`src/hw/csa_cfg.svh`:
```
// register offsets, field positions, reset values and timing counts
`ifndef CSA_CFG_SVH
`define CSA_CFG_SVH

// ==========================================================
// register indices (byte address is four times the index)
`define CSA_IDX_CONFIG 8'h90
`define CSA_IDX_START 8'h92
`define CSA_IDX_END 8'h93
`define CSA_IDX_RESULT 8'h94
`define CSA_IDX_THRESH 8'h95
`define CSA_IDX_STATUS 8'h96
`define CSA_IDX_CLEAR 8'h97
`define CSA_IDX_ENABLE 8'h98
`define CSA_IDX_CHANNEL 8'h9c

// ==========================================================
// field positions
`define CSA_CFG_ACC_LSB 0
`define CSA_CFG_ACC_MSB 2
`define CSA_CFG_SCAN_BIT 3
`define CSA_CHAN_MSB 5
`define CSA_EV_DONE_BIT 0
`define CSA_EV_GT_BIT 1

// ==========================================================
// reset values
`define CSA_RST_CONFIG 4'h0
`define CSA_RST_CHAN 6'h00
`define CSA_RST_RESULT 16'h0000
`define CSA_RST_THRESH 16'h0000
`define CSA_RST_EVENTS 2'h0

// ==========================================================
// timing: edges from read request to read answer
`define CSA_READ_WAIT 1

`endif

```
`src/hw/csa_pkg.sv`:
```
// shared types of the capacitive-sense result logic
package csa_pkg;
	typedef enum logic [0:0] {
		CSA_BUS_IDLE = 1'b0,
		CSA_BUS_DONE = 1'b1
	} csa_bus_state_type;

	typedef logic [5:0] csa_chan_type;
	typedef logic [15:0] csa_word_type;
	typedef logic [2:0] csa_acc_sel_type;
	typedef logic [1:0] csa_events_type;
endpackage

```
`src/hw/csa_accum.sv`:
```
// sample accumulator and power-of-two divider
`timescale 1ns/1ns
`default_nettype none
`include "csa_cfg.svh"
module csa_accum #(
	parameter int SAMPLE_W = 16,
	parameter int MAX_LOG = 6
) (
	// clock and reset
	input wire logic mclk,
	input wire logic rst,
	input wire logic ce,
	// samples in
	input wire logic sample_valid,
	input wire logic [SAMPLE_W-1:0] sample_data,
	input wire csa_pkg::csa_acc_sel_type acc_sel,
	// result out
	output logic result_valid,
	output logic [SAMPLE_W-1:0] result
);
	import csa_pkg::*;

	if (SAMPLE_W != 16 || MAX_LOG != 6) begin : bad_params
		$error("csa_accum: only 16-bit samples and 64-sample depth are served");
	end

	// ==========================================================
	// shift for each accumulate setting
	// codes above 64x are taken as 64x
	function automatic logic [2:0] acc_shift(input csa_acc_sel_type sel);
		case (sel)
			3'h0: acc_shift = 3'h0;
			3'h1: acc_shift = 3'h2;
			3'h2: acc_shift = 3'h3;
			3'h3: acc_shift = 3'h4;
			3'h4: acc_shift = 3'h5;
			default: acc_shift = 3'h6;
		endcase
	endfunction

	// ==========================================================
	// accumulate
	logic [SAMPLE_W+MAX_LOG-1:0] sum;
	logic [SAMPLE_W+MAX_LOG-1:0] next_sum;
	logic [MAX_LOG:0] count;
	logic [MAX_LOG:0] next_count;
	logic next_result_valid;
	logic [SAMPLE_W-1:0] next_result;
	logic [SAMPLE_W+MAX_LOG-1:0] total;
	logic [MAX_LOG:0] target;

	always_comb begin
		total = sum + (SAMPLE_W+MAX_LOG)'(sample_data);
		target = (MAX_LOG+1)'(1) << acc_shift(acc_sel);
		next_sum = sum;
		next_count = count;
		next_result = result;
		next_result_valid = 1'b0;
		if (sample_valid) begin
			if (count + (MAX_LOG+1)'(1) >= target) begin
				next_result = SAMPLE_W'(total >> acc_shift(acc_sel));
				next_result_valid = 1'b1;
				next_sum = '0;
				next_count = '0;
			end else begin
				next_sum = total;
				next_count = count + (MAX_LOG+1)'(1);
			end
		end
	end

	always_ff @(posedge mclk) begin
		if (rst) begin
			sum <= '0;
			count <= '0;
			result <= `CSA_RST_RESULT;
			result_valid <= 1'b0;
		end else if (ce) begin
			sum <= next_sum;
			count <= next_count;
			result <= next_result;
			result_valid <= next_result_valid;
		end
	end
endmodule
`default_nettype wire

```
`src/hw/csa_scan.sv`:
```
// auto-scan channel stepper
`timescale 1ns/1ns
`default_nettype none
`include "csa_cfg.svh"
module csa_scan (
	// clock and reset
	input wire logic mclk,
	input wire logic rst,
	input wire logic ce,
	// control
	input wire logic scan_on,
	input wire logic step,
	input wire logic above,
	input wire csa_pkg::csa_chan_type start_chan,
	input wire csa_pkg::csa_chan_type end_chan,
	// software writes
	input wire logic start_wr,
	input wire csa_pkg::csa_chan_type start_wdata,
	input wire logic chan_wr,
	input wire csa_pkg::csa_chan_type chan_wdata,
	// mux selection
	output csa_pkg::csa_chan_type channel
);
	import csa_pkg::*;

	csa_chan_type next_channel;

	// ==========================================================
	// step logic; software writes win over a step in the same cycle
	always_comb begin
		next_channel = channel;
		if (step && scan_on) begin
			if (above) begin
				next_channel = channel;
			end else if (channel == end_chan) begin
				next_channel = start_chan;
			end else begin
				next_channel = channel + 6'h01;
			end
		end
		if (chan_wr) begin
			next_channel = chan_wdata;
		end
		if (start_wr && scan_on) begin
			next_channel = start_wdata;
		end
	end

	always_ff @(posedge mclk) begin
		if (rst) begin
			channel <= `CSA_RST_CHAN;
		end else if (ce) begin
			channel <= next_channel;
		end
	end
endmodule
`default_nettype wire

```
`src/hw/csa_top.sv`:
```
// capacitive-sense result handling with auto-scan and register slave
`timescale 1ns/1ns
`default_nettype none
`include "csa_cfg.svh"

module csa_top #(
	parameter int SAMPLE_W = 16,
	parameter int ADDR_W = 10
) (
	// clock, reset, enable
	input wire logic mclk,
	input wire logic rst,
	input wire logic ce,
	// avalon-mm slave
	input wire logic [ADDR_W-1:0] address,
	input wire logic read,
	input wire logic write,
	input wire logic [31:0] writedata,
	output logic [31:0] readdata,
	output logic waitrequest,
	// conversion front end
	input wire logic sample_valid,
	input wire logic [SAMPLE_W-1:0] sample_data,
	output csa_pkg::csa_chan_type channel_select,
	// interrupt
	output logic irq
);
	import csa_pkg::*;

	if (SAMPLE_W != 16 || ADDR_W < 10) begin : bad_params
		$error("csa_top: needs 16-bit samples and at least 10 address bits");
	end

	// ==========================================================
	// address decode helpers
	function automatic logic hit(input logic [ADDR_W-1:0] addr, input logic [7:0] idx);
		hit = (addr == ADDR_W'({idx, 2'b00}));
	endfunction

	function automatic logic [31:0] widen16(input csa_word_type value);
		widen16 = {16'h0000, value};
	endfunction

	// ==========================================================
	// register state
	logic [3:0] sense_config_register;
	logic [3:0] next_config;
	csa_chan_type scan_start_channel;
	csa_chan_type next_start;
	csa_chan_type scan_end_channel;
	csa_chan_type next_end;
	csa_word_type threshold;
	csa_word_type next_threshold;
	csa_events_type status;
	csa_events_type next_status;
	csa_events_type int_enable;
	csa_events_type next_int_enable;

	// ==========================================================
	// bus handshake state
	csa_bus_state_type bus_state;
	csa_bus_state_type next_bus_state;
	logic [31:0] next_readdata;
	logic wr_take;

	// ==========================================================
	// datapath wires
	csa_acc_sel_type accumulate_count_field;
	logic scan_on;
	logic result_valid;
	csa_word_type result;
	logic above;
	logic start_wr;
	logic chan_wr;

	assign accumulate_count_field = sense_config_register[`CSA_CFG_ACC_MSB:`CSA_CFG_ACC_LSB];
	assign scan_on = sense_config_register[`CSA_CFG_SCAN_BIT];

	assign above = (result > threshold);

	// writes wait only while ce is low; reads also wait one edge for registered data
	assign wr_take = write && ce;
	assign waitrequest = (read || write) && (!ce || (read && bus_state == CSA_BUS_IDLE));

	assign start_wr = wr_take && hit(address, `CSA_IDX_START);
	assign chan_wr = wr_take && hit(address, `CSA_IDX_CHANNEL);

	// ==========================================================
	// accumulator
	csa_accum #(
		.SAMPLE_W(SAMPLE_W),
		.MAX_LOG(6)
	) u_accum (
		.mclk(mclk),
		.rst(rst),
		.ce(ce),
		.sample_valid(sample_valid),
		.sample_data(sample_data),
		.acc_sel(accumulate_count_field),
		.result_valid(result_valid),
		.result(result)
	);

	// ==========================================================
	// channel stepper
	csa_scan u_scan (
		.mclk(mclk),
		.rst(rst),
		.ce(ce),
		.scan_on(scan_on),
		.step(result_valid),
		.above(above),
		.start_chan(scan_start_channel),
		.end_chan(scan_end_channel),
		.start_wr(start_wr),
		.start_wdata(writedata[`CSA_CHAN_MSB:0]),
		.chan_wr(chan_wr),
		.chan_wdata(writedata[`CSA_CHAN_MSB:0]),
		.channel(channel_select)
	);

	// ==========================================================
	// register writes and events
	always_comb begin
		next_config = sense_config_register;
		next_start = scan_start_channel;
		next_end = scan_end_channel;
		next_threshold = threshold;
		next_status = status;
		next_int_enable = int_enable;
		if (wr_take) begin
			if (hit(address, `CSA_IDX_CONFIG)) begin
				next_config = writedata[3:0];
			end else if (hit(address, `CSA_IDX_START)) begin
				next_start = writedata[`CSA_CHAN_MSB:0];
			end else if (hit(address, `CSA_IDX_END)) begin
				next_end = writedata[`CSA_CHAN_MSB:0];
			end else if (hit(address, `CSA_IDX_THRESH)) begin
				next_threshold = writedata[15:0];
			end else if (hit(address, `CSA_IDX_CLEAR)) begin
				next_status = status & ~writedata[1:0];
			end else if (hit(address, `CSA_IDX_ENABLE)) begin
				next_int_enable = writedata[1:0];
			end
		end
		// events set after the clear so a same-cycle event survives
		if (result_valid) begin
			next_status[`CSA_EV_DONE_BIT] = 1'b1;
			if (above) begin
				next_status[`CSA_EV_GT_BIT] = 1'b1;
				if (scan_on) begin
					next_config[`CSA_CFG_SCAN_BIT] = 1'b0;
				end
			end
		end
	end

	always_ff @(posedge mclk) begin
		if (rst) begin
			sense_config_register <= `CSA_RST_CONFIG;
			scan_start_channel <= `CSA_RST_CHAN;
			scan_end_channel <= `CSA_RST_CHAN;
			threshold <= `CSA_RST_THRESH;
			status <= `CSA_RST_EVENTS;
			int_enable <= `CSA_RST_EVENTS;
		end else if (ce) begin
			sense_config_register <= next_config;
			scan_start_channel <= next_start;
			scan_end_channel <= next_end;
			threshold <= next_threshold;
			status <= next_status;
			int_enable <= next_int_enable;
		end
	end

	// ==========================================================
	// read path; data registered so readdata comes from a flop
	always_comb begin
		next_bus_state = CSA_BUS_IDLE;
		next_readdata = readdata;
		if (read && bus_state == CSA_BUS_IDLE) begin
			next_bus_state = CSA_BUS_DONE;
			if (hit(address, `CSA_IDX_CONFIG)) begin
				next_readdata = {28'h0000000, sense_config_register};
			end else if (hit(address, `CSA_IDX_START)) begin
				next_readdata = {26'h0, scan_start_channel};
			end else if (hit(address, `CSA_IDX_END)) begin
				next_readdata = {26'h0, scan_end_channel};
			end else if (hit(address, `CSA_IDX_RESULT)) begin
				next_readdata = widen16(result);
			end else if (hit(address, `CSA_IDX_THRESH)) begin
				next_readdata = widen16(threshold);
			end else if (hit(address, `CSA_IDX_STATUS)) begin
				next_readdata = {30'h0, status};
			end else if (hit(address, `CSA_IDX_ENABLE)) begin
				next_readdata = {30'h0, int_enable};
			end else if (hit(address, `CSA_IDX_CHANNEL)) begin
				next_readdata = {26'h0, channel_select};
			end else begin
				// unmapped and write-only read as zero
				next_readdata = 32'h00000000;
			end
		end
	end

	always_ff @(posedge mclk) begin
		if (rst) begin
			bus_state <= CSA_BUS_IDLE;
			readdata <= 32'h00000000;
		end else if (ce) begin
			bus_state <= next_bus_state;
			readdata <= next_readdata;
		end
	end

	// ==========================================================
	// interrupt output
	assign irq = |(status & int_enable);
endmodule
`default_nettype wire

```
`config.mk`:
```
export PLATFORM = sky130hd
export DESIGN_NAME = csa_top
export DESIGN_NICKNAME = d
export VERILOG_FILES = /design/src/hw/csa_pkg.sv /design/src/hw/csa_accum.sv /design/src/hw/csa_scan.sv /design/src/hw/csa_top.sv
export VERILOG_INCLUDE_DIRS = /design/src /design/src/hw
export SDC_FILE = /design/constraint.sdc
export NUM_CORES = 1
export LEC_CHECK = 0
export BUFFER_PORTS_ARGS = -buffer_cell sky130_fd_sc_hd__buf_2
export CAP_MARGIN = 20
export CORE_MARGIN = 4
export CORE_UTILIZATION = 63
export CTS_CLUSTER_DIAMETER = 200
export CTS_CLUSTER_SIZE = 8
export DETAILED_ROUTE_END_ITERATION = 6
export PLACE_DENSITY = 0.88
export SYNTH_ARGS = -nofsm -noshare
export SYNTH_HDL_FRONTEND = slang
export SYNTH_SLANG_ARGS = --single-unit
export TNS_END_PERCENT = 5
```
`constraint.sdc`:
```
create_clock -name mclk -period 6 [get_ports mclk]
set_clock_uncertainty 0.05 [all_clocks]
set_input_delay 0.6 -clock mclk [delete_from_list [all_inputs] [get_ports mclk]]
set_output_delay 0.6 -clock mclk [all_outputs]
set_load 0.02 [all_outputs]
```
Word level (Yosys, flattened, before mapping) --
Cells that the tools add are included.
Storage, ports and cells: flip-flop bits (word level) 121, input bits 64, output and inout bits 40, logic and storage cells 109
Operators by class: $add $sub $neg 3, $lt $le $gt $ge 2, equality and inequality tests 19, shift operators 2, muxes and demuxes 34, bitwise logic cells 9, reductions and logical operators 25
Operators with widths (number):
- 10-bit == test (second input constant) | 9
- 16-bit two-way mux | 5
- 6-bit two-way mux | 8
- 22-bit by 16-bit adder with 22-bit output | 1
- 22-bit two-way mux | 1
- 22-bit by 3-bit right shift with 16-bit output | 1
- 16-bit > comparator | 1
- 3-bit case mux with 5 select lines | 1
- 2-bit two-way mux | 7
- 3-bit AND reduction | 3
- 4-bit two-way mux | 2
- 2-bit by 1-bit inequality test with 1-bit output (second input constant) | 4
- 8-bit AND reduction | 1
- 7-bit by 1-bit adder with 7-bit output (second input constant) | 1
- 7-bit greater-or-equal comparator | 1
- 1-bit logical AND | 7
- 1-bit two-way mux | 7
- 7-bit two-way mux | 1
- 7-bit AND reduction | 1
- 1-bit by 3-bit << shifter with 7-bit output (first input constant) | 1
- 6-bit by 1-bit adder with 6-bit output (second input constant) | 1
- 3-bit by 2-bit == test with 1-bit output (second input constant) | 2
- 6-bit == test | 1
- 3-bit two-way mux | 2
- other kinds (16) | 25

Depth between registers and ports, before layout --
Gate-level depths: netlist of the first run.
word-level depth 10, mapped depth 15, mapped depth without buffers 12

Modules after synthesis --
A second synthesis of the first run with hierarchy kept.
Unflattened totals: cell total of the unflattened synthesis 958, area total of the unflattened synthesis 7616.1 µm²
Modules (own cells, without submodules):
- csa_accum | times used 1, cells an instance 506, area each 3734.8 µm², sequential area each 920.9 µm²
- csa_top | times used 1, cells an instance 364, area each 3165.5 µm², sequential area each 1061.0 µm²
- csa_scan | times used 1, cells an instance 88, area each 715.7 µm², sequential area each 120.1 µm²

Worst setup path before layout of the first run --
Ideal clock, no wire load.
kind register to register, start register sense_config_register[0], end register u_accum.sum[20], setup time 65 ps, arrival time 2804 ps, required time 5885 ps, path slack 3081 ps, stages on the path, launching flop included 16, path buffers 4, period minus slack after synthesis 2919 ps, cells stage by stage dfxtp_1 > buf_2 > or2_2 > clkbuf_1 > nor2_1 > ha_1 > or3b_1 > a21o_1 > a21oi_1 > o21ai_1 > and2_0 > clkbuf_1 > clkbuf_1 > nor4_1 > a21oi_1 > nor2_1
Between the ends: longest elaborated chain between the ends 5, elaborated cells between the ends (all ways) 9, classes of those cells 1 x order compare; 4 x eq/ne; 1 x shift; 2 x mux; 1 x reduce/logical
Ends and longest elaborated chain:
- start, declared | RTL line csa_top.sv:46 | logic [3:0] sense_config_register;
- start signal, assigned | RTL line csa_top.sv:160 | sense_config_register <= `CSA_RST_CONFIG;
- start signal, assigned | RTL line csa_top.sv:167 | sense_config_register <= next_config;
- 3-bit == test (tied with other cells) | RTL line csa_accum.sv:31 | case (sel)
- 3-bit case mux with 5 select lines * | RTL line csa_accum.sv:31
- 1-bit by 3-bit << shifter with 7-bit output * | RTL line csa_accum.sv:54 | target = (MAX_LOG+1)'(1) << acc_shift(acc_sel);
- 7-bit greater-or-equal comparator * | RTL line csa_accum.sv:60 | if (count + (MAX_LOG+1)'(1) >= target) begin
- 22-bit two-way mux * | RTL line csa_accum.sv:60
- end signal, assigned | RTL line csa_accum.sv:79 | sum <= next_sum;
- end, declared | RTL line csa_accum.sv:43 | logic [SAMPLE_W+MAX_LOG-1:0] sum;
Every way passes the cells marked *; elsewhere a longest branch is shown, timed or not. A chain may end at the register's enable or synchronous reset.

Worst setup path after layout of the first run --
start register sense_config_register[1], end register u_accum.result[13]
Between the ends: longest elaborated chain between the ends 5, elaborated cells between the ends (all ways) 12, classes of those cells 1 x order compare; 4 x eq/ne; 2 x shift; 3 x mux; 2 x reduce/logical
Ends and longest elaborated chain:
- 3-bit == test (tied with other cells) | RTL line csa_accum.sv:31
- 3-bit case mux with 5 select lines * | RTL line csa_accum.sv:31
- 1-bit by 3-bit << shifter with 7-bit output or 3-bit two-way mux (tied branches) | RTL line csa_accum.sv:54, csa_accum.sv:60
- 7-bit greater-or-equal comparator or 3-bit two-way mux (tied branches) | RTL line csa_accum.sv:60, csa_accum.sv:59
- 3-bit AND reduction (no line) or 22-bit by 3-bit right shift with 16-bit output (tied branches)
- end signal, assigned | RTL line csa_accum.sv:76 | result <= `CSA_RST_RESULT;
- end signal, assigned | RTL line csa_accum.sv:81 | result <= next_result;
- end, declared | RTL line csa_accum.sv:19 | output logic [SAMPLE_W-1:0] result
Every way passes the cells marked *; elsewhere a longest branch is shown, timed or not. The select of a mux whose other input is x is not followed.

==> results.rst, run 1 <==
.. list-table::
   :header-rows: 1

   * - Metric
     - Value
   * - Reg2Reg Capture Point
     - u_accum.result[13]$_SDFFE_PP0P_
   * - Number of fillers in the final layout
     - 995
   * - Share of final-layout standard cells stronger than drive strength 1
     - 12.17%
   * - Worst Path Class, Setup
     - flip-flop to flip-flop
   * - Commonest non-fill, non-tap cells in the layout
     - sky130_fd_sc_hd__nor2_1, sky130_fd_sc_hd__nand2_1, sky130_fd_sc_hd__a21oi_1, sky130_fd_sc_hd__dfxtp_1, sky130_fd_sc_hd__buf_2
   * - Routed via count divided by cell count
     - 6.438
   * - Level count of the clock H-tree
     - 3
   * - Io pins
     - 104
   * - Placed Cells incl. Taps
     - 1138
   * - Min-Delay Path Depth
     - 2
   * - Worst setup slack for register-to-register paths
     - 2.30 ns
   * - Starting density of the core
     - 64.17%
   * - Die width
     - 115.6 um
   * - Cell area after synthesis
     - 0.007296 sq mm
   * - Number of warnings issued by yosys
     - 0
   * - Register bit count reported by yosys
     - 105
   * - Via count of the first global-routing pass
     - 6712
   * - FFs w/ async S/R, synth
     - 0%
   * - Pwr per Cell Area
     - 185.5 mW/mm^2
   * - Timing startpoint of the critical path
     - sense_config_register[1]$_SDFFE_PP0P_
   * - Routed WL
     - 19.33 mm
   * - Number of buffer cells added on primary ports
     - 71
   * - Cell family contributing the most delay on the critical path
     - simple AND/OR/NAND/NOR gates
   * - Top flip-flop cell by instance count after synthesis
     - sky130_fd_sc_hd__dfxtp_1
   * - Number of antenna violations at the first check in global routing
     - 0
   * - Average detailed-routed wire length per instance
     - 16.75 um
   * - Maximum number of pins on one net before global-route repair
     - 100
   * - MaxCap Viol Count
     - 0
   * - Relative area change from synthesis to final layout
     - 7.820%
   * - DRC violations left
     - 0
   * - Syn avg cell area
     - 7.514 sq um
   * - TritonCTS Buffers
     - 9
   * - Slew headroom
     - 30.09%
   * - Hold Crit Class
     - flip-flop to flip-flop
   * - Overall power
     - 1.459 mW
   * - Count of endpoints failing hold in the final timing report
     - 0
   * - CTS max path bufs
     - 2
   * - Resized cells post-CTS
     - 0
   * - Clock tree from TritonCTS
     - done
   * - Top cell type's share of synthesized area
     - 28.81%
   * - Final standard cell count with taps included and fillers excluded
     - 1154
   * - Remaining Overflow, GRT
     - 0
   * - Storage element area
     - 0.002102 sq mm
   * - Minimum period implied by the final worst setup slack
     - 3.701 ns
   * - Clk root buf
     - sky130_fd_sc_hd__clkbuf_16
   * - Latest clock arrival within the worst-skew pair
     - 0.36 ns
   * - TritonCTS Sinks
     - 105
   * - Largest stage delay, worst path
     - 0.71 ns
   * - Synth unique cells
     - 88
   * - Cell type with the largest total area after synthesis
     - sky130_fd_sc_hd__dfxtp_1
   * - RSZ-0062 raised after global routing
     - no
   * - Chip height
     - 115.6 um
   * - Number of search-and-repair iterations in the first detailed-routing pass
     - 6
   * - Portion of the post-synthesis area used by sequential elements
     - 28.81%
   * - Buffering stage count on the worst path with inverters included
     - 1
   * - Critical Path Source Type
     - flip-flop
   * - Post-CTS Hold Buffers
     - 0
   * - Final clock period utilization by the worst path
     - 61.68%
   * - DRC violation total after the first TritonRoute iteration
     - 819
   * - Max Transition Viols Final
     - 0
   * - Die area
     - 0.01337 sq mm
   * - Standard cell core area
     - 0.01137 sq mm
   * - Required time at the worst-slack endpoint
     - 6.21 ns
   * - Setup Slack @ Placement
     - 2.424 ns
   * - Placement row count
     - 39
   * - Biggest fanout along the worst timing path
     - 21
   * - Outcome
     - complete, no violations
   * - Post-detailed-route count of antenna-violating nets
     - 0
   * - Hold_sp
     - readdata[4]$_SDFFE_PP0P_
   * - Sort of element at the end of the critical path
     - flip-flop
   * - Slowest library cell on the worst path
     - sky130_fd_sc_hd__dfxtp_1
   * - Setup Buffers After CTS
     - 0
   * - Hold Path Sink
     - readdata[4]$_SDFFE_PP0P_
   * - Final HPWL from detailed placement
     - 13.98 mm
   * - CTS clock-pin slew for the worst setup and hold paths
     - 0.08 ns
   * - Cells on worst reg2reg path
     - 10
   * - Nets
     - 1111
   * - Total area of multi-input combinational cells
     - 0.004783 sq mm
   * - Data arrival at the endpoint of the critical path
     - 3.91 ns
   * - Beginning of the worst register-to-register path
     - sense_config_register[1]$_SDFFE_PP0P_
   * - Crit-path cells
     - xor2_1 > nor2b_1 > buf_4 > nand2_1 > ha_1 > a21oi_1 > o21ai_1 > and3_1 > o21ai_0 > o311ai_0
   * - Wire length of the first global-routing pass
     - 32.06 mm
   * - Final setup slack of the worst path
     - 2.299 ns
   * - Most common cell after layout, fill and taps aside
     - sky130_fd_sc_hd__nor2_1
   * - Final antenna diode count
     - 0
   * - Lkg Pwr
     - 3.085 nW
   * - Transition time of the tightest slew-check pin
     - 1.049 ns
   * - Worst VDD drop
     - 294.4 uV
   * - Max Clk Rate
     - 270.2 MHz
   * - Top post-synthesis cells by area
     - sky130_fd_sc_hd__dfxtp_1, sky130_fd_sc_hd__a21oi_1, sky130_fd_sc_hd__ha_1, sky130_fd_sc_hd__nor2_1, sky130_fd_sc_hd__nand2_1
   * - Count of flip-flops with a built-in enable after synthesis
     - 0
   * - Cells after synthesis
     - 971
   * - Post-Route Setup TNS
     - 0 ns
   * - Weighted congestion reported at the end of routability-driven placement
     - 0.9615
   * - Final Core Density
     - 69.19%
   * - Global Route Usage Sum
     - 29.58%
   * - Final Setup Violations
     - 0
   * - Via count of the routed design
     - 7429
==> routing by layer <==
metal	global-route usage [%]	wire length, um	share of wire [%]	up-vias
met2	49.07	8877	46	368
met3	5.953	1728	8.9	70
met4	11.99	659	3.4	0
met5	0	0	0	-
li1	-	-	-	3575
met1	37.81	8060	42	3416
==> layout make-up <==
cell class	count	area share, %
tap	143	2.275
inverter	35	1.670
timing repair buffer	76	4.994
clock inverter	6	0.6203
sequential	105	26.72
clock buffer	10	2.911
multi-input combinational	779	60.81
==> kinds of logic after synthesis <==
logic type	Yosys count	synth area share (%)
AND/OR/NAND/NOR	388	25.93
AO/OA/AOI/OAI	290	26.05
flip-flops	105	28.81
buffers and inverters	102	6.397
adder cells (fa/ha/maj)	41	7.134
XOR/XNOR	24	2.881
multiplexers	20	2.744
other	1	0.05140
==> flip-flops by register name, indices dropped and copies added, names as in the netlist, 2 cells and up <==
signal and cells:
scan_start_channel 6, int_enable 2, threshold 16, scan_end_channel 6, u_accum.result 16, readdata 16
u_accum.count 7, sense_config_register 4, u_accum.sum 22, status 2, u_scan.channel 6
==> worst register-to-register path, delay by kind of cell, from the launching register on <==
kind	cells	cell delay, ns
AOI/OAI and AO/OA	4	0.97
and+or+nand+nor	3	1.07
adders and majority gates	1	0.36
xor gates and xnor gates	1	0.21
DFF	1	0.71
buffers and inverters	1	0.22
==> per-stage QoR <==
| stage | hold slack [ns] | cell area, sq um |
|---|---|---|
| after floorplan | 0.3856 | 7352 |
| after detailed placement | 0.3932 | 7589 |
| after global placement | 0.3875 | 7589 |
| after global routing | 0.4288 | 7866 |
| after CTS | 0.4022 | 7866 |
| final | 0.3992 | 7866 |
==> worst max-delay path by stage <==
stage                                            to  slack [ns]  depth (start not counted)
global route        u_accum.result[13]$_SDFFE_PP0P_        2.00                         10
CTS                 u_accum.result[13]$_SDFFE_PP0P_        2.39                         10
finish              u_accum.result[13]$_SDFFE_PP0P_        2.30                         10
global placement    u_accum.result[13]$_SDFFE_PP0P_        2.53                         10
floorplan              u_accum.sum[20]$_SDFFE_PP0P_        3.08                         15
detailed placement  u_accum.result[13]$_SDFFE_PP0P_        2.42                         10
==> power breakdown <==
group / internal [mW] / switching (mW) / leakage, nW
clock: 0.287 / 0.286 / 0.131
combinational: 0.0575 / 0.115 / 2.10
sequential: 0.706 / 0.00892 / 0.849
total: 1.05 / 0.409 / 3.09
==> cells in the mapped netlist (3+ instances only) <==
cell / count
sky130_fd_sc_hd__a211oi_1: 19
sky130_fd_sc_hd__a21o_1: 9
sky130_fd_sc_hd__a21oi_1: 105
sky130_fd_sc_hd__a221oi_1: 4
sky130_fd_sc_hd__a22oi_1: 14
sky130_fd_sc_hd__a311oi_1: 5
sky130_fd_sc_hd__a31oi_1: 11
sky130_fd_sc_hd__and2_1: 4
sky130_fd_sc_hd__and3_1: 10
sky130_fd_sc_hd__buf_2: 9
sky130_fd_sc_hd__buf_4: 17
sky130_fd_sc_hd__clkbuf_1: 39
sky130_fd_sc_hd__dfxtp_1: 105
sky130_fd_sc_hd__ha_1: 40
sky130_fd_sc_hd__inv_1: 34
sky130_fd_sc_hd__mux2i_1: 20
sky130_fd_sc_hd__nand2_1: 107
sky130_fd_sc_hd__nand2b_1: 9
sky130_fd_sc_hd__nand3_1: 48
sky130_fd_sc_hd__nand3b_1: 4
sky130_fd_sc_hd__nand4_1: 9
sky130_fd_sc_hd__nor2_1: 117
sky130_fd_sc_hd__nor2b_1: 4
sky130_fd_sc_hd__nor3_1: 32
sky130_fd_sc_hd__nor3b_1: 3
sky130_fd_sc_hd__nor4_1: 7
sky130_fd_sc_hd__o2111ai_1: 3
sky130_fd_sc_hd__o211ai_1: 8
sky130_fd_sc_hd__o21a_1: 10
sky130_fd_sc_hd__o21ai_0: 47
sky130_fd_sc_hd__o221ai_1: 5
sky130_fd_sc_hd__o22ai_1: 7
sky130_fd_sc_hd__o31a_1: 3
sky130_fd_sc_hd__o31ai_1: 4
sky130_fd_sc_hd__or2_2: 3
sky130_fd_sc_hd__or3_1: 6
sky130_fd_sc_hd__xnor2_1: 12
sky130_fd_sc_hd__xor2_1: 12
Note: power is estimated with default switching activity, not from simulation.
==> run 2: changes to the inputs <==
--- a/config.mk
+++ b/config.mk
@@ -6,14 +6,15 @@
 export SDC_FILE = /design/constraint.sdc
 export NUM_CORES = 1
 export LEC_CHECK = 0
+export ABC_AREA = 1
 export BUFFER_PORTS_ARGS = -buffer_cell sky130_fd_sc_hd__buf_2
 export CAP_MARGIN = 20
 export CORE_MARGIN = 4
-export CORE_UTILIZATION = 63
+export CORE_UTILIZATION = 59
 export CTS_CLUSTER_DIAMETER = 200
 export CTS_CLUSTER_SIZE = 8
 export DETAILED_ROUTE_END_ITERATION = 6
-export PLACE_DENSITY = 0.88
+export PLACE_DENSITY = 0.83
 export SYNTH_ARGS = -nofsm -noshare
 export SYNTH_HDL_FRONTEND = slang
 export SYNTH_SLANG_ARGS = --single-unit
==> constraint.sdc (replaced) <==
create_clock -name mclk -period 3.44 [get_ports mclk]
set_clock_uncertainty 0.05 [all_clocks]
set_input_delay 0.344 -clock mclk [delete_from_list [all_inputs] [get_ports mclk]]
set_output_delay 0.344 -clock mclk [all_outputs]
set_load 0.02 [all_outputs]
==> run 2 against run 1 <==
  * Final area increased by 4.8%
  * Combinational power increased by 64%
  * Via count increased by 2.0%
  * Register-to-register slack got worse by 1.6 ns
  * Maximum frequency increased by 33%
  * Final cell count increased by 18%
  * Sequential power increased by 74%
  * First-iteration DRC count decreased by 18%
  * Die area increased by 10%
  * Total power increased by 73%
  * Global-route usage decreased by 2.9 points
  * Largest cell class unchanged
==> results.rst, run 2 <==
.. list-table::
   :header-rows: 1

   * - Metric
     - Value
   * - Post-detailed-route count of antenna-violating nets
     - 0
   * - Average detailed-routed wire length per instance
     - 13.93 um
   * - Detail Route met3 WL
     - 1.299 mm
   * - Largest stage delay, worst path
     - 0.41 ns
   * - Overall power
     - 2.527 mW
   * - Sum of routed wire segments on met1
     - 8.778 mm
   * - Top cell type's share of synthesized area
     - 27.67%
   * - Cells after synthesis
     - 1140
   * - Max Transition Viols Final
     - 0
   * - Minimum period implied by the final worst setup slack
     - 2.780 ns
   * - Final design instance area without fill
     - 0.008240 sq mm
   * - Setup Buffers After CTS
     - 0
   * - Number of search-and-repair iterations in the first detailed-routing pass
     - 5
   * - Final clock period utilization by the worst path
     - 80.82%
   * - Final standard cell count with taps included and fillers excluded
     - 1366
   * - Slowest library cell on the worst path
     - sky130_fd_sc_hd__dfxtp_1
   * - Top flip-flop cell by instance count after synthesis
     - sky130_fd_sc_hd__dfxtp_1
   * - Cell area reported after detailed placement
     - 0.007961 sq mm
   * - Placement row count
     - 41
   * - Resized cells post-CTS
     - 0
   * - Most numerous cell in the Yosys netlist
     - sky130_fd_sc_hd__nand2_1
   * - MaxCap Viol Count
     - 0
   * - Synth unique cells
     - 53
   * - Critical Path Most Common Cell
     - sky130_fd_sc_hd__ha_1
   * - DRC violation total after the first TritonRoute iteration
     - 672
   * - Io pins
     - 104
   * - Die area
     - 0.01476 sq mm
   * - Transition time of the tightest slew-check pin
     - 0.8472 ns
   * - Lkg Pwr
     - 3.696 nW
   * - Register with the most flip-flops
     - u_accum.sum
   * - Routed via count divided by cell count
     - 5.550
   * - Worst Path Class, Setup
     - flip-flop to flip-flop
   * - Routed WL
     - 19.04 mm
   * - Die width
     - 121.5 um
   * - Hold Crit Class
     - input port to flip-flop
   * - Clk root buf
     - sky130_fd_sc_hd__clkbuf_16
   * - DR WL met2
     - 8.571 mm
   * - Final Setup Violations
     - 0
   * - Post-synth top cells
     - sky130_fd_sc_hd__nand2_1, sky130_fd_sc_hd__inv_1, sky130_fd_sc_hd__nand3_1
   * - Flip-flop count of the largest register, all copies and words added
     - 22
   * - Starting density of the core
     - 60.20%
   * - Cell area after synthesis
     - 0.007597 sq mm
   * - Biggest fanout along the worst timing path
     - 25
   * - Required time at the worst-slack endpoint
     - 3.68 ns
   * - Syn avg cell area
     - 6.664 sq um
   * - Placed Cells incl. Taps
     - 1350
   * - Pwr per Cell Area
     - 306.7 mW/mm^2
   * - Final antenna diode count
     - 0
   * - Level count of the clock H-tree
     - 3
   * - Maximum number of pins on one net before global-route repair
     - 72
   * - Top post-synthesis cells by area
     - sky130_fd_sc_hd__dfxtp_1, sky130_fd_sc_hd__nand2_1, sky130_fd_sc_hd__nand3_1, sky130_fd_sc_hd__inv_1, sky130_fd_sc_hd__a21oi_1
   * - Post-CTS Hold Buffers
     - 0
   * - Critical Path Source Type
     - flip-flop
   * - CTS clock-pin slew for the worst setup and hold paths
     - 0.07 ns
   * - Remaining Overflow, GRT
     - 0
   * - Standard cell core area
     - 0.01262 sq mm
   * - DRC violations left
     - 0
   * - RSZ-0062 raised after global routing
     - no
   * - Via count of the first global-routing pass
     - 6908
   * - Commonest non-fill, non-tap cells in the layout
     - sky130_fd_sc_hd__nand2_1, sky130_fd_sc_hd__inv_1, sky130_fd_sc_hd__nand3_1
   * - Wire length of the first global-routing pass
     - 32.24 mm
   * - Crit-path cells
     - ha_1 > nand3_1 > nand3b_1 > xnor2_1 > ha_1 > nand2_1 > o2111ai_1 > nand2_2 > inv_2 > o21ai_0 > a31oi_1
   * - FFs w/ async S/R, synth
     - 0%
   * - Relative area change from synthesis to final layout
     - 8.465%
   * - Most common cell after layout, fill and taps aside
     - sky130_fd_sc_hd__nand2_1
   * - Clock tree from TritonCTS
     - done
   * - Sort of element at the end of the critical path
     - flip-flop
   * - Number of buffer cells added on primary ports
     - 71
   * - Count of flip-flops with a built-in enable after synthesis
     - 0
   * - Outcome
     - complete, no violations
   * - Slew headroom
     - 43.46%
   * - Register bit count reported by yosys
     - 105
   * - Number of warnings issued by yosys
     - 0
   * - Worst VDD drop
     - 206.9 uV
   * - Chip height
     - 121.5 um
   * - Via count of the routed design
     - 7581
   * - CTS max path bufs
     - 2
   * - Post-Route Setup TNS
     - 0 ns
   * - Final HPWL from detailed placement
     - 14.49 mm
   * - Data arrival at the endpoint of the critical path
     - 3.02 ns
   * - Global Route Usage Sum
     - 26.65%
   * - Number of antenna violations at the first check in global routing
     - 0
   * - Weighted congestion reported at the end of routability-driven placement
     - 0.9675
   * - TritonCTS Buffers
     - 9
   * - Share of final-layout standard cells stronger than drive strength 1
     - 14.15%
   * - Count of endpoints failing hold in the final timing report
     - 0
   * - TritonCTS Sinks
     - 105
   * - Latest clock arrival within the worst-skew pair
     - 0.36 ns
   * - Cell type with the largest total area after synthesis
     - sky130_fd_sc_hd__dfxtp_1
   * - Portion of the post-synthesis area used by sequential elements
     - 27.67%
   * - Top Layer Used
     - met4
   * - Nets
     - 1294
   * - Max Clk Rate
     - 359.7 MHz
## run 2: cell types whose count changed in the layout (fill, tap and decap cells not counted), sizes merged, moves of 14 or more
cell	change
inv	+116
a22oi	-14
mux2i	-20
nand3	+94
nor2	-35
nand2	+165
nor3	-20
## run 2: cell type report
type / instances / area, sq um
inverters: 152 / 576.8
fillers: 1155 / 4379
clock inverters: 7 / 53.80
multi-input cells: 844 / 4667
flip-flops and latches: 105 / 2102
repair buffers: 77 / 400.4
well taps: 172 / 215.2
clock buffers: 9 / 225.2
## run 2: final timing paths
kind	start	end	slack [ns]	depth (start not counted)
max	u_accum.count[0]$_SDFFE_PP0P_	u_accum.result[7]$_SDFFE_PP0P_	0.66	11
min	writedata[13]	threshold[13]$_SDFFE_PP0P_	0.21	3
max reg2reg	u_accum.count[0]$_SDFFE_PP0P_	u_accum.result[7]$_SDFFE_PP0P_	0.66	11
min reg2reg	readdata[2]$_SDFFE_PP0P_	readdata[2]$_SDFFE_PP0P_	0.41	2
## run 2: routing by layer
layer / up-vias / track usage (%)
met3: 35 / 3.357
met5: - / 0
met4: 0 / 9.944
met2: 279 / 41.93
met1: 3397 / 37.34
li1: 3870 / -
## run 2: stage by stage
stage	utilization, %	hold slack [ns]	setup slack (ns)
2_1_floorplan	-	0.3870	1.068
3_3_place_gp	63.09	0.3994	0.7641
3_5_place_dp	63.09	0.4051	0.7078
4_1_cts	65.30	0.2110	0.6800
5_1_grt	65.30	0.2209	0.3285
6_report	65.30	0.2147	0.6598
## run 2: kinds of logic (layout without fill, tap and decap cells)
logic type	count (synthesis)	in the layout	synth area share (%)
buf+inv	206	245	11.64
xor+xnor	17	17	1.960
other cells	1	16	0.04936
fa+ha+maj	41	41	6.851
flops	105	105	27.67
simple gates	555	555	34.11
compound gates	215	215	17.72
## run 2: report_power, final
part	switching, mW	internal (mW)	leakage [nW]
Combinational	0.190	0.0918	2.71
Clock	0.502	0.499	0.134
Sequential	0.0144	1.23	0.849
Total	0.707	1.82	3.70
## run 2: critical path: cells and delay by family, from the launching register on
kind / cells / cell delay (ns)
compound gates: 3 / 0.62
xor+xnor: 1 / 0.15
fa+ha+maj: 2 / 0.54
buf+inv: 1 / 0.32
flops: 1 / 0.41
simple gates: 4 / 0.62
